**src/core/edst_pkg.sv**
```systemverilog
package edst_pkg;

    // Register map and field positions of the status block.
    localparam logic [7:0]  ENABLE_STATE_REPORT_OFS = 8'h9C;
    localparam logic [7:0]  CTRL_OFS                = 8'hA0;
    localparam logic [7:0]  IRQ_STATUS_OFS          = 8'hA4;
    localparam logic [7:0]  IRQ_MASK_OFS            = 8'hA8;
    localparam int          ACTIVE_BIT              = 0;
    localparam int          BUSY_BIT                = 1;
    localparam int          LOST_BIT                = 2;
    localparam logic [31:0] REPORT_RESET            = 32'h0000_0000;
    localparam logic [31:0] UNMAPPED_READ           = 32'h0000_0000;

    // Shutdown timing: least time from disable request to going inactive.
    localparam int          CLK_MHZ                 = 200;
    localparam int          SHUTDOWN_NS             = 20;
    localparam int          SHUTDOWN_CYC            =
        (SHUTDOWN_NS * CLK_MHZ + 999) / 1000;

    // Slave activity phases seen from the protocol engine.
    typedef enum logic [3:0] {
        EDST_IDLE = 4'b0001,
        EDST_ADDR = 4'b0010,
        EDST_DATA = 4'b0100,
        EDST_MSTR = 4'b1000
    } edst_phase_e;

    // Bus events reported by the protocol engine, one-cycle pulses.
    typedef struct packed {
        logic addr_start;
        logic addr_match;
        logic is_read;
        logic byte_rx;
        logic stop;
        logic nack_done;
        logic master_act;
    } edst_bus_s;

    // Result of a shutdown, captured together.
    typedef struct packed {
        logic lost;
        logic busy;
    } edst_result_s;

endpackage : edst_pkg

```
**src/core/edst_avs.sv**
```systemverilog
module edst_avs
    import edst_pkg::*;
(
    // Clock and reset.
    input  wire logic        clk,
    input  wire logic        nrst,
    // Avalon-MM slave.
    input  wire logic [7:0]  address,
    input  wire logic        read,
    input  wire logic        write,
    input  wire logic [31:0] writedata,
    output logic             waitrequest,
    output logic [31:0]      readdata,
    // Register side.
    input  wire logic [31:0] report,
    input  wire logic        ctrl_on,
    input  wire logic [2:0]  irq_stat,
    input  wire logic [2:0]  irq_mask,
    output logic             wr_ctrl,
    output logic             wr_stat,
    output logic             wr_mask,
    output logic [31:0]      wdata
);

    logic        done_q;
    logic [31:0] rdata_q;
    logic [31:0] rsel;

    // One wait state per access; the answer comes on the second edge.
    assign waitrequest = (read | write) & ~done_q;
    assign wr_ctrl = write & done_q & (address == CTRL_OFS);
    assign wr_stat = write & done_q & (address == IRQ_STATUS_OFS);
    assign wr_mask = write & done_q & (address == IRQ_MASK_OFS);
    assign wdata   = writedata;
    assign readdata = rdata_q;

    // Read selection; the report register ignores writes.
    always_comb begin
        if (address == ENABLE_STATE_REPORT_OFS) begin
            rsel = report;
        end else if (address == CTRL_OFS) begin
            rsel = {31'h0000_0000, ctrl_on};
        end else if (address == IRQ_STATUS_OFS) begin
            rsel = {29'h0000_0000, irq_stat};
        end else if (address == IRQ_MASK_OFS) begin
            rsel = {29'h0000_0000, irq_mask};
        end else begin
            rsel = UNMAPPED_READ;
        end
    end

    // Capture read data during the wait state so it stands at the answer.
    always_ff @(posedge clk) begin
        if (!nrst) begin
            done_q  <= 1'b0;
            rdata_q <= REPORT_RESET;
        end else begin
            done_q  <= (read | write) & ~done_q;
            rdata_q <= rsel;
        end
    end

endmodule : edst_avs

```
**src/core/edst_irq.sv**
```systemverilog
module edst_irq
    import edst_pkg::*;
(
    // Clock and reset.
    input  wire logic        clk,
    input  wire logic        nrst,
    // Event and software access.
    input  wire logic [2:0]  events,
    input  wire logic        wr_stat,
    input  wire logic        wr_mask,
    input  wire logic [31:0] wdata,
    output logic [2:0]       stat_q,
    output logic [2:0]       mask_q,
    output logic             irq
);

    logic [2:0] stat_d;

    // Set wins over write-one-to-clear so an event is never lost.
    assign stat_d = events |
        (stat_q & ~(wr_stat ? wdata[2:0] : 3'h0));
    assign irq = |(stat_q & mask_q);

    // Sticky status and mask registers.
    always_ff @(posedge clk) begin
        if (!nrst) begin
            stat_q <= 3'h0;
            mask_q <= 3'h0;
        end else begin
            stat_q <= stat_d;
            if (wr_mask) begin
                mask_q <= wdata[2:0];
            end
        end
    end

endmodule : edst_irq

```
**src/core/edst_top.sv**
```systemverilog
module edst_top
    import edst_pkg::*;
(
    // Clock and reset.
    input  wire logic        CLK,
    input  wire logic        NRST,
    // Avalon-MM register port.
    input  wire logic [7:0]  AVS_ADDRESS,
    input  wire logic        AVS_READ,
    input  wire logic        AVS_WRITE,
    input  wire logic [31:0] AVS_WRITEDATA,
    output logic             AVS_WAITREQUEST,
    output logic [31:0]      AVS_READDATA,
    // Protocol engine events.
    input  wire edst_bus_s   BUS_EV,
    // Controller status.
    output logic             ACTIVE_STATE_OUT,
    output logic             FORCE_NACK,
    output logic             IRQ
);

    logic         on_q;
    logic         on_d;
    logic         active_q;
    logic         active_d;
    logic [7:0]   dly_q;
    logic [7:0]   dly_d;
    edst_phase_e  ph_q;
    edst_phase_e  ph_d;
    logic         rx_seen_q;
    logic         rx_seen_d;
    edst_result_s res_q;
    edst_result_s res_d;
    logic         nack_q;
    logic         nack_d;
    logic         wr_ctrl;
    logic         wr_stat;
    logic         wr_mask;
    logic [31:0]  wdata;
    logic [2:0]   irq_stat;
    logic [2:0]   irq_mask;
    logic [31:0]  report;
    logic         off_req;
    logic         slave_busy;
    logic         bus_quiet;
    logic         fall;
    logic [2:0]   events;

    // True when the written word turns the controller off.
    function automatic logic turns_off(input logic [31:0] w);
        return ~w[ACTIVE_BIT];
    endfunction : turns_off

    // Bus slave front end.
    edst_avs u_avs (
        .clk         (CLK),
        .nrst        (NRST),
        .address     (AVS_ADDRESS),
        .read        (AVS_READ),
        .write       (AVS_WRITE),
        .writedata   (AVS_WRITEDATA),
        .waitrequest (AVS_WAITREQUEST),
        .readdata    (AVS_READDATA),
        .report      (report),
        .ctrl_on     (on_q),
        .irq_stat    (irq_stat),
        .irq_mask    (irq_mask),
        .wr_ctrl     (wr_ctrl),
        .wr_stat     (wr_stat),
        .wr_mask     (wr_mask),
        .wdata       (wdata)
    );

    // Interrupt status: bit0 shutdown done, bit1 busy, bit2 lost.
    edst_irq u_irq (
        .clk     (CLK),
        .nrst    (NRST),
        .events  (events),
        .wr_stat (wr_stat),
        .wr_mask (wr_mask),
        .wdata   (wdata),
        .stat_q  (irq_stat),
        .mask_q  (irq_mask),
        .irq     (IRQ)
    );

    // Control decode and activity classification.
    assign on_d = wr_ctrl ? wdata[ACTIVE_BIT] : on_q;
    assign off_req = wr_ctrl & turns_off(wdata) & on_q;
    assign slave_busy = (ph_q == EDST_ADDR) | (ph_q == EDST_DATA);
    // Shutdown may only complete when no slave transfer is in flight.
    assign bus_quiet = ~slave_busy & ~BUS_EV.addr_start;
    assign fall = active_q & ~active_d;

    // Slave phase tracker driven by engine pulses.
    always_comb begin
        ph_d = ph_q;
        case (ph_q)
            EDST_IDLE: begin
                if (BUS_EV.addr_start) begin
                    ph_d = EDST_ADDR;
                end else if (BUS_EV.master_act) begin
                    ph_d = EDST_MSTR;
                end
            end
            EDST_ADDR: begin
                if (BUS_EV.stop) begin
                    ph_d = EDST_IDLE;
                end else if (BUS_EV.byte_rx) begin
                    ph_d = (BUS_EV.addr_match & ~BUS_EV.is_read)
                         ? EDST_DATA : EDST_IDLE;
                end
            end
            EDST_DATA: begin
                if (BUS_EV.stop | BUS_EV.nack_done) begin
                    ph_d = EDST_IDLE;
                end
            end
            EDST_MSTR: begin
                if (BUS_EV.stop) begin
                    ph_d = EDST_IDLE;
                end
            end
            default: begin
                ph_d = EDST_IDLE;
            end
        endcase
    end

    // Data phase entered with at least one received byte.
    assign rx_seen_d = (ph_q == EDST_DATA) & ~BUS_EV.stop & ~BUS_EV.nack_done
                     ? (rx_seen_q | BUS_EV.byte_rx) : 1'b0;

    // Shutdown counter: inactive only after bus quiet for a while.
    always_comb begin
        dly_d = dly_q;
        active_d = active_q;
        if (on_d) begin
            active_d = 1'b1;
            dly_d = 8'h00;
        end else if (active_q) begin
            if (!bus_quiet) begin
                dly_d = 8'h00;
            end else if (dly_q >= 8'(SHUTDOWN_CYC - 1)) begin
                active_d = 1'b0;
            end else begin
                dly_d = dly_q + 8'h01;
            end
        end
    end

    // Forced NACK while disabled and a slave transfer runs.
    assign nack_d = ~on_q & active_q & slave_busy;

    // Result flags; cleared while enabled, captured during shutdown.
    always_comb begin
        res_d = res_q;
        if (on_d) begin
            res_d = '0;
        end else if (off_req) begin
            res_d.busy = slave_busy;
            res_d.lost = rx_seen_q;
        end else if (active_q & ~on_q) begin
            if (BUS_EV.stop & slave_busy) begin
                res_d.busy = 1'b1;
                res_d.lost = res_q.lost | (ph_q == EDST_DATA);
            end
            if (BUS_EV.byte_rx & (ph_q == EDST_DATA)) begin
                res_d.lost = 1'b1;
            end
        end
    end

    // Report word; flags meaningful once active bit is zero.
    assign report = {29'h0000_0000, res_q.lost & ~on_q,
                     res_q.busy & ~on_q, active_q};
    assign ACTIVE_STATE_OUT = active_q;
    assign FORCE_NACK = nack_q;
    assign events = {fall & res_q.lost, fall & res_q.busy, fall};

    // State registers.
    always_ff @(posedge CLK) begin
        if (!NRST) begin
            on_q      <= 1'b0;
            active_q  <= 1'b0;
            dly_q     <= 8'h00;
            ph_q      <= EDST_IDLE;
            rx_seen_q <= 1'b0;
            res_q     <= '0;
            nack_q    <= 1'b0;
        end else begin
            on_q      <= on_d;
            active_q  <= active_d;
            dly_q     <= dly_d;
            ph_q      <= ph_d;
            rx_seen_q <= rx_seen_d;
            res_q     <= res_d;
            nack_q    <= nack_d;
        end
    end

    // Properties guarding the status behaviour.
    property p_enabled_forces;
        @(posedge CLK) disable iff (!NRST)
        on_q |-> (report[2:0] == 3'b001);
    endproperty
    a_enabled_forces: assert property (p_enabled_forces)
        else $error("Enabled report not 001.");

    property p_mirror;
        @(posedge CLK) disable iff (!NRST)
        report[ACTIVE_BIT] == ACTIVE_STATE_OUT;
    endproperty
    a_mirror: assert property (p_mirror)
        else $error("Active bit differs from output.");

    property p_delay;
        @(posedge CLK) disable iff (!NRST)
        (on_q && $past(on_q) && !on_d) |=> active_q;
    endproperty
    a_delay: assert property (p_delay)
        else $error("Active bit fell without delay.");

    property p_busy_hold;
        @(posedge CLK) disable iff (!NRST)
        (!on_q && slave_busy && active_q) |=> active_q;
    endproperty
    a_busy_hold: assert property (p_busy_hold)
        else $error("Went inactive during slave transfer.");

    property p_busy_capture;
        @(posedge CLK) disable iff (!NRST)
        (off_req && !on_d && slave_busy) |=> res_q.busy;
    endproperty
    a_busy_capture: assert property (p_busy_capture)
        else $error("Busy flag not set on busy disable.");

    property p_idle_clear;
        @(posedge CLK) disable iff (!NRST)
        (off_req && ph_q == EDST_IDLE && !BUS_EV.stop) |=> !res_q.busy;
    endproperty
    a_idle_clear: assert property (p_idle_clear)
        else $error("Busy flag set on idle disable.");

    property p_lost_capture;
        @(posedge CLK) disable iff (!NRST)
        (off_req && rx_seen_q) |=> res_q.lost;
    endproperty
    a_lost_capture: assert property (p_lost_capture)
        else $error("Lost flag not set after data.");

    property p_no_data_clear;
        @(posedge CLK) disable iff (!NRST)
        (off_req && !rx_seen_q && ph_q != EDST_DATA) |=> !res_q.lost;
    endproperty
    a_no_data_clear: assert property (p_no_data_clear)
        else $error("Lost flag set without data phase.");

    property p_nack;
        @(posedge CLK) disable iff (!NRST)
        (!on_q && active_q && slave_busy) |=> FORCE_NACK;
    endproperty
    a_nack: assert property (p_nack)
        else $error("No forced NACK while disabled busy.");

    property p_stop_busy;
        @(posedge CLK) disable iff (!NRST)
        (!on_q && active_q && slave_busy && BUS_EV.stop) |=> res_q.busy;
    endproperty
    a_stop_busy: assert property (p_stop_busy)
        else $error("Busy flag not set on STOP while disabled.");

    c_nack: cover property (@(posedge CLK) disable iff (!NRST)
        FORCE_NACK);

    c_shutdown: cover property (@(posedge CLK) disable iff (!NRST)
        fall);
    c_busy: cover property (@(posedge CLK) disable iff (!NRST)
        fall && res_q.busy);
    c_lost: cover property (@(posedge CLK) disable iff (!NRST)
        fall && res_q.lost);

endmodule : edst_top

```
**config.mk**
```make
export PLATFORM = sky130hd
export DESIGN_NAME = edst_top
export DESIGN_NICKNAME = d
export VERILOG_FILES = /design/src/core/edst_pkg.sv /design/src/core/edst_avs.sv /design/src/core/edst_irq.sv /design/src/core/edst_top.sv
export SDC_FILE = /design/constraint.sdc
export NUM_CORES = 1
export LEC_CHECK = 0
export ABC_AREA = 1
export BUFFER_PORTS_ARGS = -buffer_cell sky130_fd_sc_hd__buf_2
export CAP_MARGIN = 5
export CORE_ASPECT_RATIO = 0.8
export CORE_UTILIZATION = 46
export CTS_BUF_LIST = sky130_fd_sc_hd__clkbuf_16
export DETAILED_ROUTE_END_ITERATION = 10
export HOLD_SLACK_MARGIN = 0.05
export PLACE_DENSITY = 0.85
export SYNTH_ARGS = -nofsm -noshare
export SYNTH_HDL_FRONTEND = slang
export SYNTH_HIERARCHICAL = 1
export SYNTH_SLANG_ARGS = --single-unit
```
**constraint.sdc**
```tcl
create_clock -name CLK -period 1.6 [get_ports CLK]
set_input_delay 0.4 -clock CLK [delete_from_list [all_inputs] [get_ports CLK]]
set_output_delay 0.4 -clock CLK [all_outputs]
set_load 0.02 [all_outputs]
```
Word-level counts from Yosys, hierarchy flattened

Index checks and enable logic that the tools add are counted.
Widths: inputs -> output; s select.

Divide/modulo/power cells: 0
Add/subtract/negate cells: 1
Equal/unequal tests: 13
Multiply operators: 0
Shift-type cells: 0
Mux-type cells: 24
Reduce and logical (&&, ||, !) cells: 11
Bitwise operators: 39
Order comparisons: 1

Operators by type and width:

| operator            | number |
|---|---|
| $eq 8x8->1 const B  | 4 |
| $mux 4              | 6 |
| $and 1x1->1         | 20 |
| $mux 3              | 6 |
| $mux 8              | 2 |
| $pmux 4 s4          | 1 |
| $not 1->1           | 10 |
| $add 8x1->8 const B | 1 |
| $ge 8x2->1 const B  | 1 |
| $reduce_and 2->1    | 4 |
| $and 3x3->3         | 2 |
| $mux 1              | 6 |
| $mux 2              | 3 |
| $ne 2x2->1 const B  | 3 |
| $ne 3x3->1 const B  | 2 |
| $or 1x1->1          | 5 |
| $eq 4x1->1 const B  | 1 |
| $eq 4x2->1 const B  | 1 |
| $eq 4x3->1 const B  | 1 |
| $eq 4x4->1 const B  | 1 |
| $reduce_and 4->1    | 1 |
| $reduce_bool 2->1   | 2 |
| $reduce_or 4->1     | 1 |
| $not 3->3           | 1 |
| other kinds (4)     | 4 |

Memories kept: 0
Output and inout bits: 36
Memory bits (read-only): 0
Bits of input ports: 51
Latch bits: 0
Bits in registers: 57
Logic and storage cells: 102
Bits in writable memories: 0

Longest topological paths before layout

Depth in word-level cells: 11
Gate-level depth with buffers: 11
Gate-level depth less buffers: 11

Modules after synthesis

Netlist, hierarchy kept.

Modules (own cells, without submodules):

| module   | cells each | times used | area each (um^2) | sequential area each (um^2) |
|---|---|---|---|---|
| edst_avs | 184        | 1          | 1396.3           | 660.6 |
| edst_top | 130        | 1          | 885.8            | 360.3 |
| edst_irq | 33         | 1          | 230.2            | 120.1 |

Worst setup path before layout

No wires, ideal clock.

Path type: input-to-reg
Start: input port AVS_ADDRESS[0]
End: register u_irq.stat_q[1]
Cell stages on the path: 11
Setup time: 0.070 ns
Arrival time: 1.529 ns
Data required time: 1.530 ns
Path buffers: 0
Slack: 0.001 ns
Cell sequence: inv_1 -> nand2_1 -> nor2_4 -> nand2_1 -> nor2_1 -> nand2_1 -> o21ai_2 -> nand4_1 -> nor2_1 -> inv_1 -> a21oi_1

Longest elaborated chain between the ends: 8
Elaborated cells on any way between the ends: 13
Those cells by class: eq/ne (2); mux (3); bitwise (8)

RTL lines:

| item                 | line            | RTL |
|---|---|---|
| from (decl)          | edst_top.sv:8   | `input wire logic [7:0] AVS_ADDRESS,` |
| $eq 8x8->1           | edst_avs.sv:31  | `assign wr_ctrl = write & done_q & (address == CTRL_OFS);` |
| $and 1x1->1          | edst_avs.sv:31  |  |
| via wr_ctrl          | edst_top.sv:36  | `logic wr_ctrl;` |
| $mux 1               | edst_top.sv:88  | `assign on_d = wr_ctrl ? wdata[ACTIVE_BIT] : on_q;` |
| $mux 1               | edst_top.sv:138 | `if (on_d) begin` |
| $not 1->1            | edst_top.sv:93  | `assign fall = active_q & ~active_d;` |
| $and 1x1->1          | edst_top.sv:93  |  |
| $and 1x1->1          | edst_top.sv:179 | `assign events = {fall & res_q.lost, fall & res_q.busy, fall};` |
| via events[1]        | edst_top.sv:47  | `logic [2:0] events;` |
| $or 3x3->3           | edst_irq.sv:20  | `assign stat_d = events \|` |
| to (signal assigned) | edst_irq.sv:30  | `stat_q <= stat_d;` |
| to (decl)            | edst_irq.sv:12  | `output logic [2:0] stat_q,` |

The timed path passes the listed nets, and every way through them passes these cells.
A chain may end at the register's enable or synchronous reset.

Worst setup path in the final report

Start: input port AVS_ADDRESS[4]
End: register u_irq.stat_q[1]

The elaborated chain is that of the path after synthesis.

==> results <==
- The flow ran to the end, and the final reports show no timing, DRC or antenna violations.
- The power share of the combinational group is 6.7%.
- The initial utilization of the core area, before any placement, comes to between 40% and 50%.
- The pin count of the biggest net entering global routing is 30.
- The number of max-cap violations is 0.
- Leaving out filler cells and counting taps, the final layout contains just under 500.
- The number of global-route vias before repair is slightly above 2000.
- The critical path required time is roughly 1900 ps.
- The maximum net fanout on the critical path is 3.
- The number of nets in the layout is roughly 480.
- The count of nets left with antenna violations once routing finished came out at 0.
- Post-CTS timing repair inserted 0 buffers for setup.
- The final setup violation count is 0.
- The area enclosed by the die boundary is around 5300 µm².
- The final routed DRC violation total is 0.
- The clock tree from TritonCTS is built.
- The final critical delay including setup and external delays is roughly 1400 ps.
- In this run the critical register-to-register path is launched from dly_q[0]$_SDFFE_PP0P_.
- Buffers inserted to repair hold after CTS numbered 0.
- The clock root buffer master is sky130_fd_sc_hd__clkbuf_16.
- The die is roughly 80 µm wide.
- The first global-routing pass estimated 8.09 mm of wire.
- The layout filler cell count is around 390.
- The worst setup path is captured at a register.
- After legalization and detailed placement, the total HPWL measured roughly 3.5 mm.
- The area growth from synthesis to layout is 39.0%.
- The first routing iteration left 80 violations.
- The routability-driven placement congestion ratio is 0.839.
- The most critical setup path has its startpoint at AVS_ADDRESS[4].
- In the final routed layout, each cell accounts on average for a little under 10 µm.
- CTS built an H-tree with a depth of 3.
- Setup repair after global routing left no endpoint under its margin.
- The total area inside the core boundary comes to between 4000 and 5000 µm².
- In this run, CTS created clock tree buffers numbering 9.
- Of the available clock period, the critical path in the final layout requires about 90%.
- The floorplan die height is about 65 µm.
- The worst reg-to-reg path cell count is 8.
- The area of the mapped netlist is ~2300 µm².
- In this run the mean area of a mapped cell was just over 7 µm².
- The leakage power is approximately 1.7 nW.
- The min-delay analysis places its worst path in the category in2reg.
- Including well taps, the total number of placed cells is 472.
- The arrival time reported for the critical path endpoint is approximately 1700 ps.
- Power comes to about 4.0 mW.
- The worst reg-to-reg setup slack is roughly 200 ps.
- The endpoint of the worst-slack reg-to-reg timing path is u_irq/stat_q[0]$_SDFF_PN0_.
- On the final layout, the worst clock skew is approximately 4.6 ps.
- The number of antenna violations at the first check in global routing is 0.
- The worst supply voltage drop on vdd is between 0.9 and 1 mV.
- The clock edge transition at the registers on the reported setup and hold paths is roughly 50 ps.
- 0 antenna diodes ended up in the layout.
- The total wire length is 4.79 mm.
- Net switching is 19.9% of the power.
- The fraction of layout instances using a drive strength above 1 is between 20% and 30%.
- The capturing element of the worst setup path is u_irq/stat_q[1]$_SDFF_PN0_.
- The via density per instance is ~4.3.
- The Yosys warning count is 6.
- The row count is 22.
- The fraction of power consumed by the clock network is a little under three fifths.
- Timing would allow up to between 700 and 800 MHz.
- The maximum buffer depth of the clock tree is 2.
- The final worst hold slack is about 340 ps.
- STA classifies the critical path startpoint as an input port.
- For this run the aggregate overflow at the end of global routing stands at 0.
- The post-synthesis cell count is ~320.
- The number of max-slew violations in the final report was 0.
- The path type of the worst setup path is in2reg.
- The clock reaches the later pin of the worst-skew pair after ~320 ps.
- The number of search-and-repair iterations in the first detailed-routing pass is 4.
- The final-report hold violation count was 0.
- In the global route stage, overall resource usage came out at 20.9%.
- After clock tree synthesis, the repair step resized 0 gates.
- The final setup TNS is 0 ps.
- The clock net in this run drives a total of 57 sinks.
- The number of primary I/O pins is a little under 90.
- The share of total power in sequential cells is 36.7%.
- The via count of the routed design is about 2100.
- In this run the power density over the cells is between 1000 and 1500 nW/µm².
- The count of buffers inserted at the top-level ports is 57.
- The design internal power is roughly 3.2 mW.
- The switching power is roughly 800 µW.
- The final core utilization is 68.2%.
-- cells in the final DEF, fill, tap and decap left out, types with 2 or more instances in the layout --
cell type	count
sky130_fd_sc_hd__conb_1	29
sky130_fd_sc_hd__nand4_1	3
sky130_fd_sc_hd__buf_4	16
sky130_fd_sc_hd__nor3_1	7
sky130_fd_sc_hd__buf_2	57
sky130_fd_sc_hd__nor2_4	2
sky130_fd_sc_hd__nand2_4	2
sky130_fd_sc_hd__dfxtp_1	57
sky130_fd_sc_hd__nor2_1	70
sky130_fd_sc_hd__a21oi_1	5
sky130_fd_sc_hd__nor2_2	8
sky130_fd_sc_hd__nand2_2	5
sky130_fd_sc_hd__nand3_1	18
sky130_fd_sc_hd__nand2_1	51
sky130_fd_sc_hd__inv_1	66
sky130_fd_sc_hd__o21ai_0	6
sky130_fd_sc_hd__clkinv_2	2
sky130_fd_sc_hd__clkbuf_16	9
sky130_fd_sc_hd__inv_2	3
sky130_fd_sc_hd__bufinv_16	4
-- critical path, cell delays in order --
cell                      delay [ps]
sky130_fd_sc_hd__buf_2            90
sky130_fd_sc_hd__inv_1            60
sky130_fd_sc_hd__nand2_1          80
sky130_fd_sc_hd__nor2_1          150
sky130_fd_sc_hd__nand2_1          80
sky130_fd_sc_hd__nor2_1          130
sky130_fd_sc_hd__nand2_1          90
sky130_fd_sc_hd__o21ai_2          90
sky130_fd_sc_hd__nand4_1         180
sky130_fd_sc_hd__nor2_1          140
sky130_fd_sc_hd__inv_1            50
sky130_fd_sc_hd__a21oi_1         130
-- layer usage --
layer | up-vias | share of wire (%) | global-route usage (%)
met3 | 8 | 6.8 | 9.03
met2 | 71 | 52 | 36.7
met4 | 0 | 1.1 | 8.26
met5 | - | 0 | 0
li1 | 1121 | - | -
met1 | 919 | 40 | 21.7
-- power groups by stage --
stage | clock network (mW) | logic [mW] | registers (mW)
after CTS | 2.30 | 0.263 | 1.47
after floorplan | 0 | 0.179 | 1.49
final | 2.27 | 0.268 | 1.47
after detailed placement | 0 | 0.259 | 1.50
after global routing | 2.38 | 0.312 | 1.47
after global placement | 0 | 0.251 | 1.50
-- how the worst min path moves through the flow --
stage	slack (ps)	from	depth (start not counted)	end
2_1_floorplan	420	u_avs/done_q$_SDFF_PN0_	1	u_avs/done_q$_SDFF_PN0_
3_3_place_gp	430	dly_q[6]$_SDFFE_PP0P_	2	dly_q[6]$_SDFFE_PP0P_
3_5_place_dp	440	dly_q[5]$_SDFFE_PP0P_	2	dly_q[5]$_SDFFE_PP0P_
4_1_cts	330	AVS_WRITEDATA[2]	3	u_irq/mask_q[2]$_SDFFE_PN0P_
5_1_grt	360	AVS_WRITEDATA[1]	3	u_irq/mask_q[1]$_SDFFE_PN0P_
6_report	340	AVS_WRITEDATA[2]	3	u_irq/mask_q[2]$_SDFFE_PN0P_
-- cell type report --
| cell class | instances | area [µm²] | share of cell area [%] |
|---|---|---|---|
| clock buffers | 9 | 225 | 7.06 |
| flip-flops and latches | 57 | 1140 | 35.8 |
| repair buffers | 73 | 405 | 12.7 |
| clock inverters | 7 | 134 | 4.20 |
| multi-input cells | 214 | 955 | 29.9 |
| well taps | 60 | 75.1 | 2.35 |
| inverters | 68 | 255 | 8.00 |
-- sequential cells by signal, indices dropped and copies added, names as in the netlist --
register,flops
u_irq/mask_q,3
u_irq/stat_q,3
ph_q,4
dly_q,8
res_q,2
on_q,1
FORCE_NACK,1
u_avs/readdata,32
rx_seen_q,1
ACTIVE_STATE_OUT,1
u_avs/done_q,1
-- metrics by stage --
stage,area (µm²),worst slack [ps]
floorplan,2400,0.942
global placement,2830,-69.3
detailed placement,2830,-122
CTS,3190,181
global route,3190,14.9
finish,3190,178
Note: power is estimated with default switching activity, not from simulation.
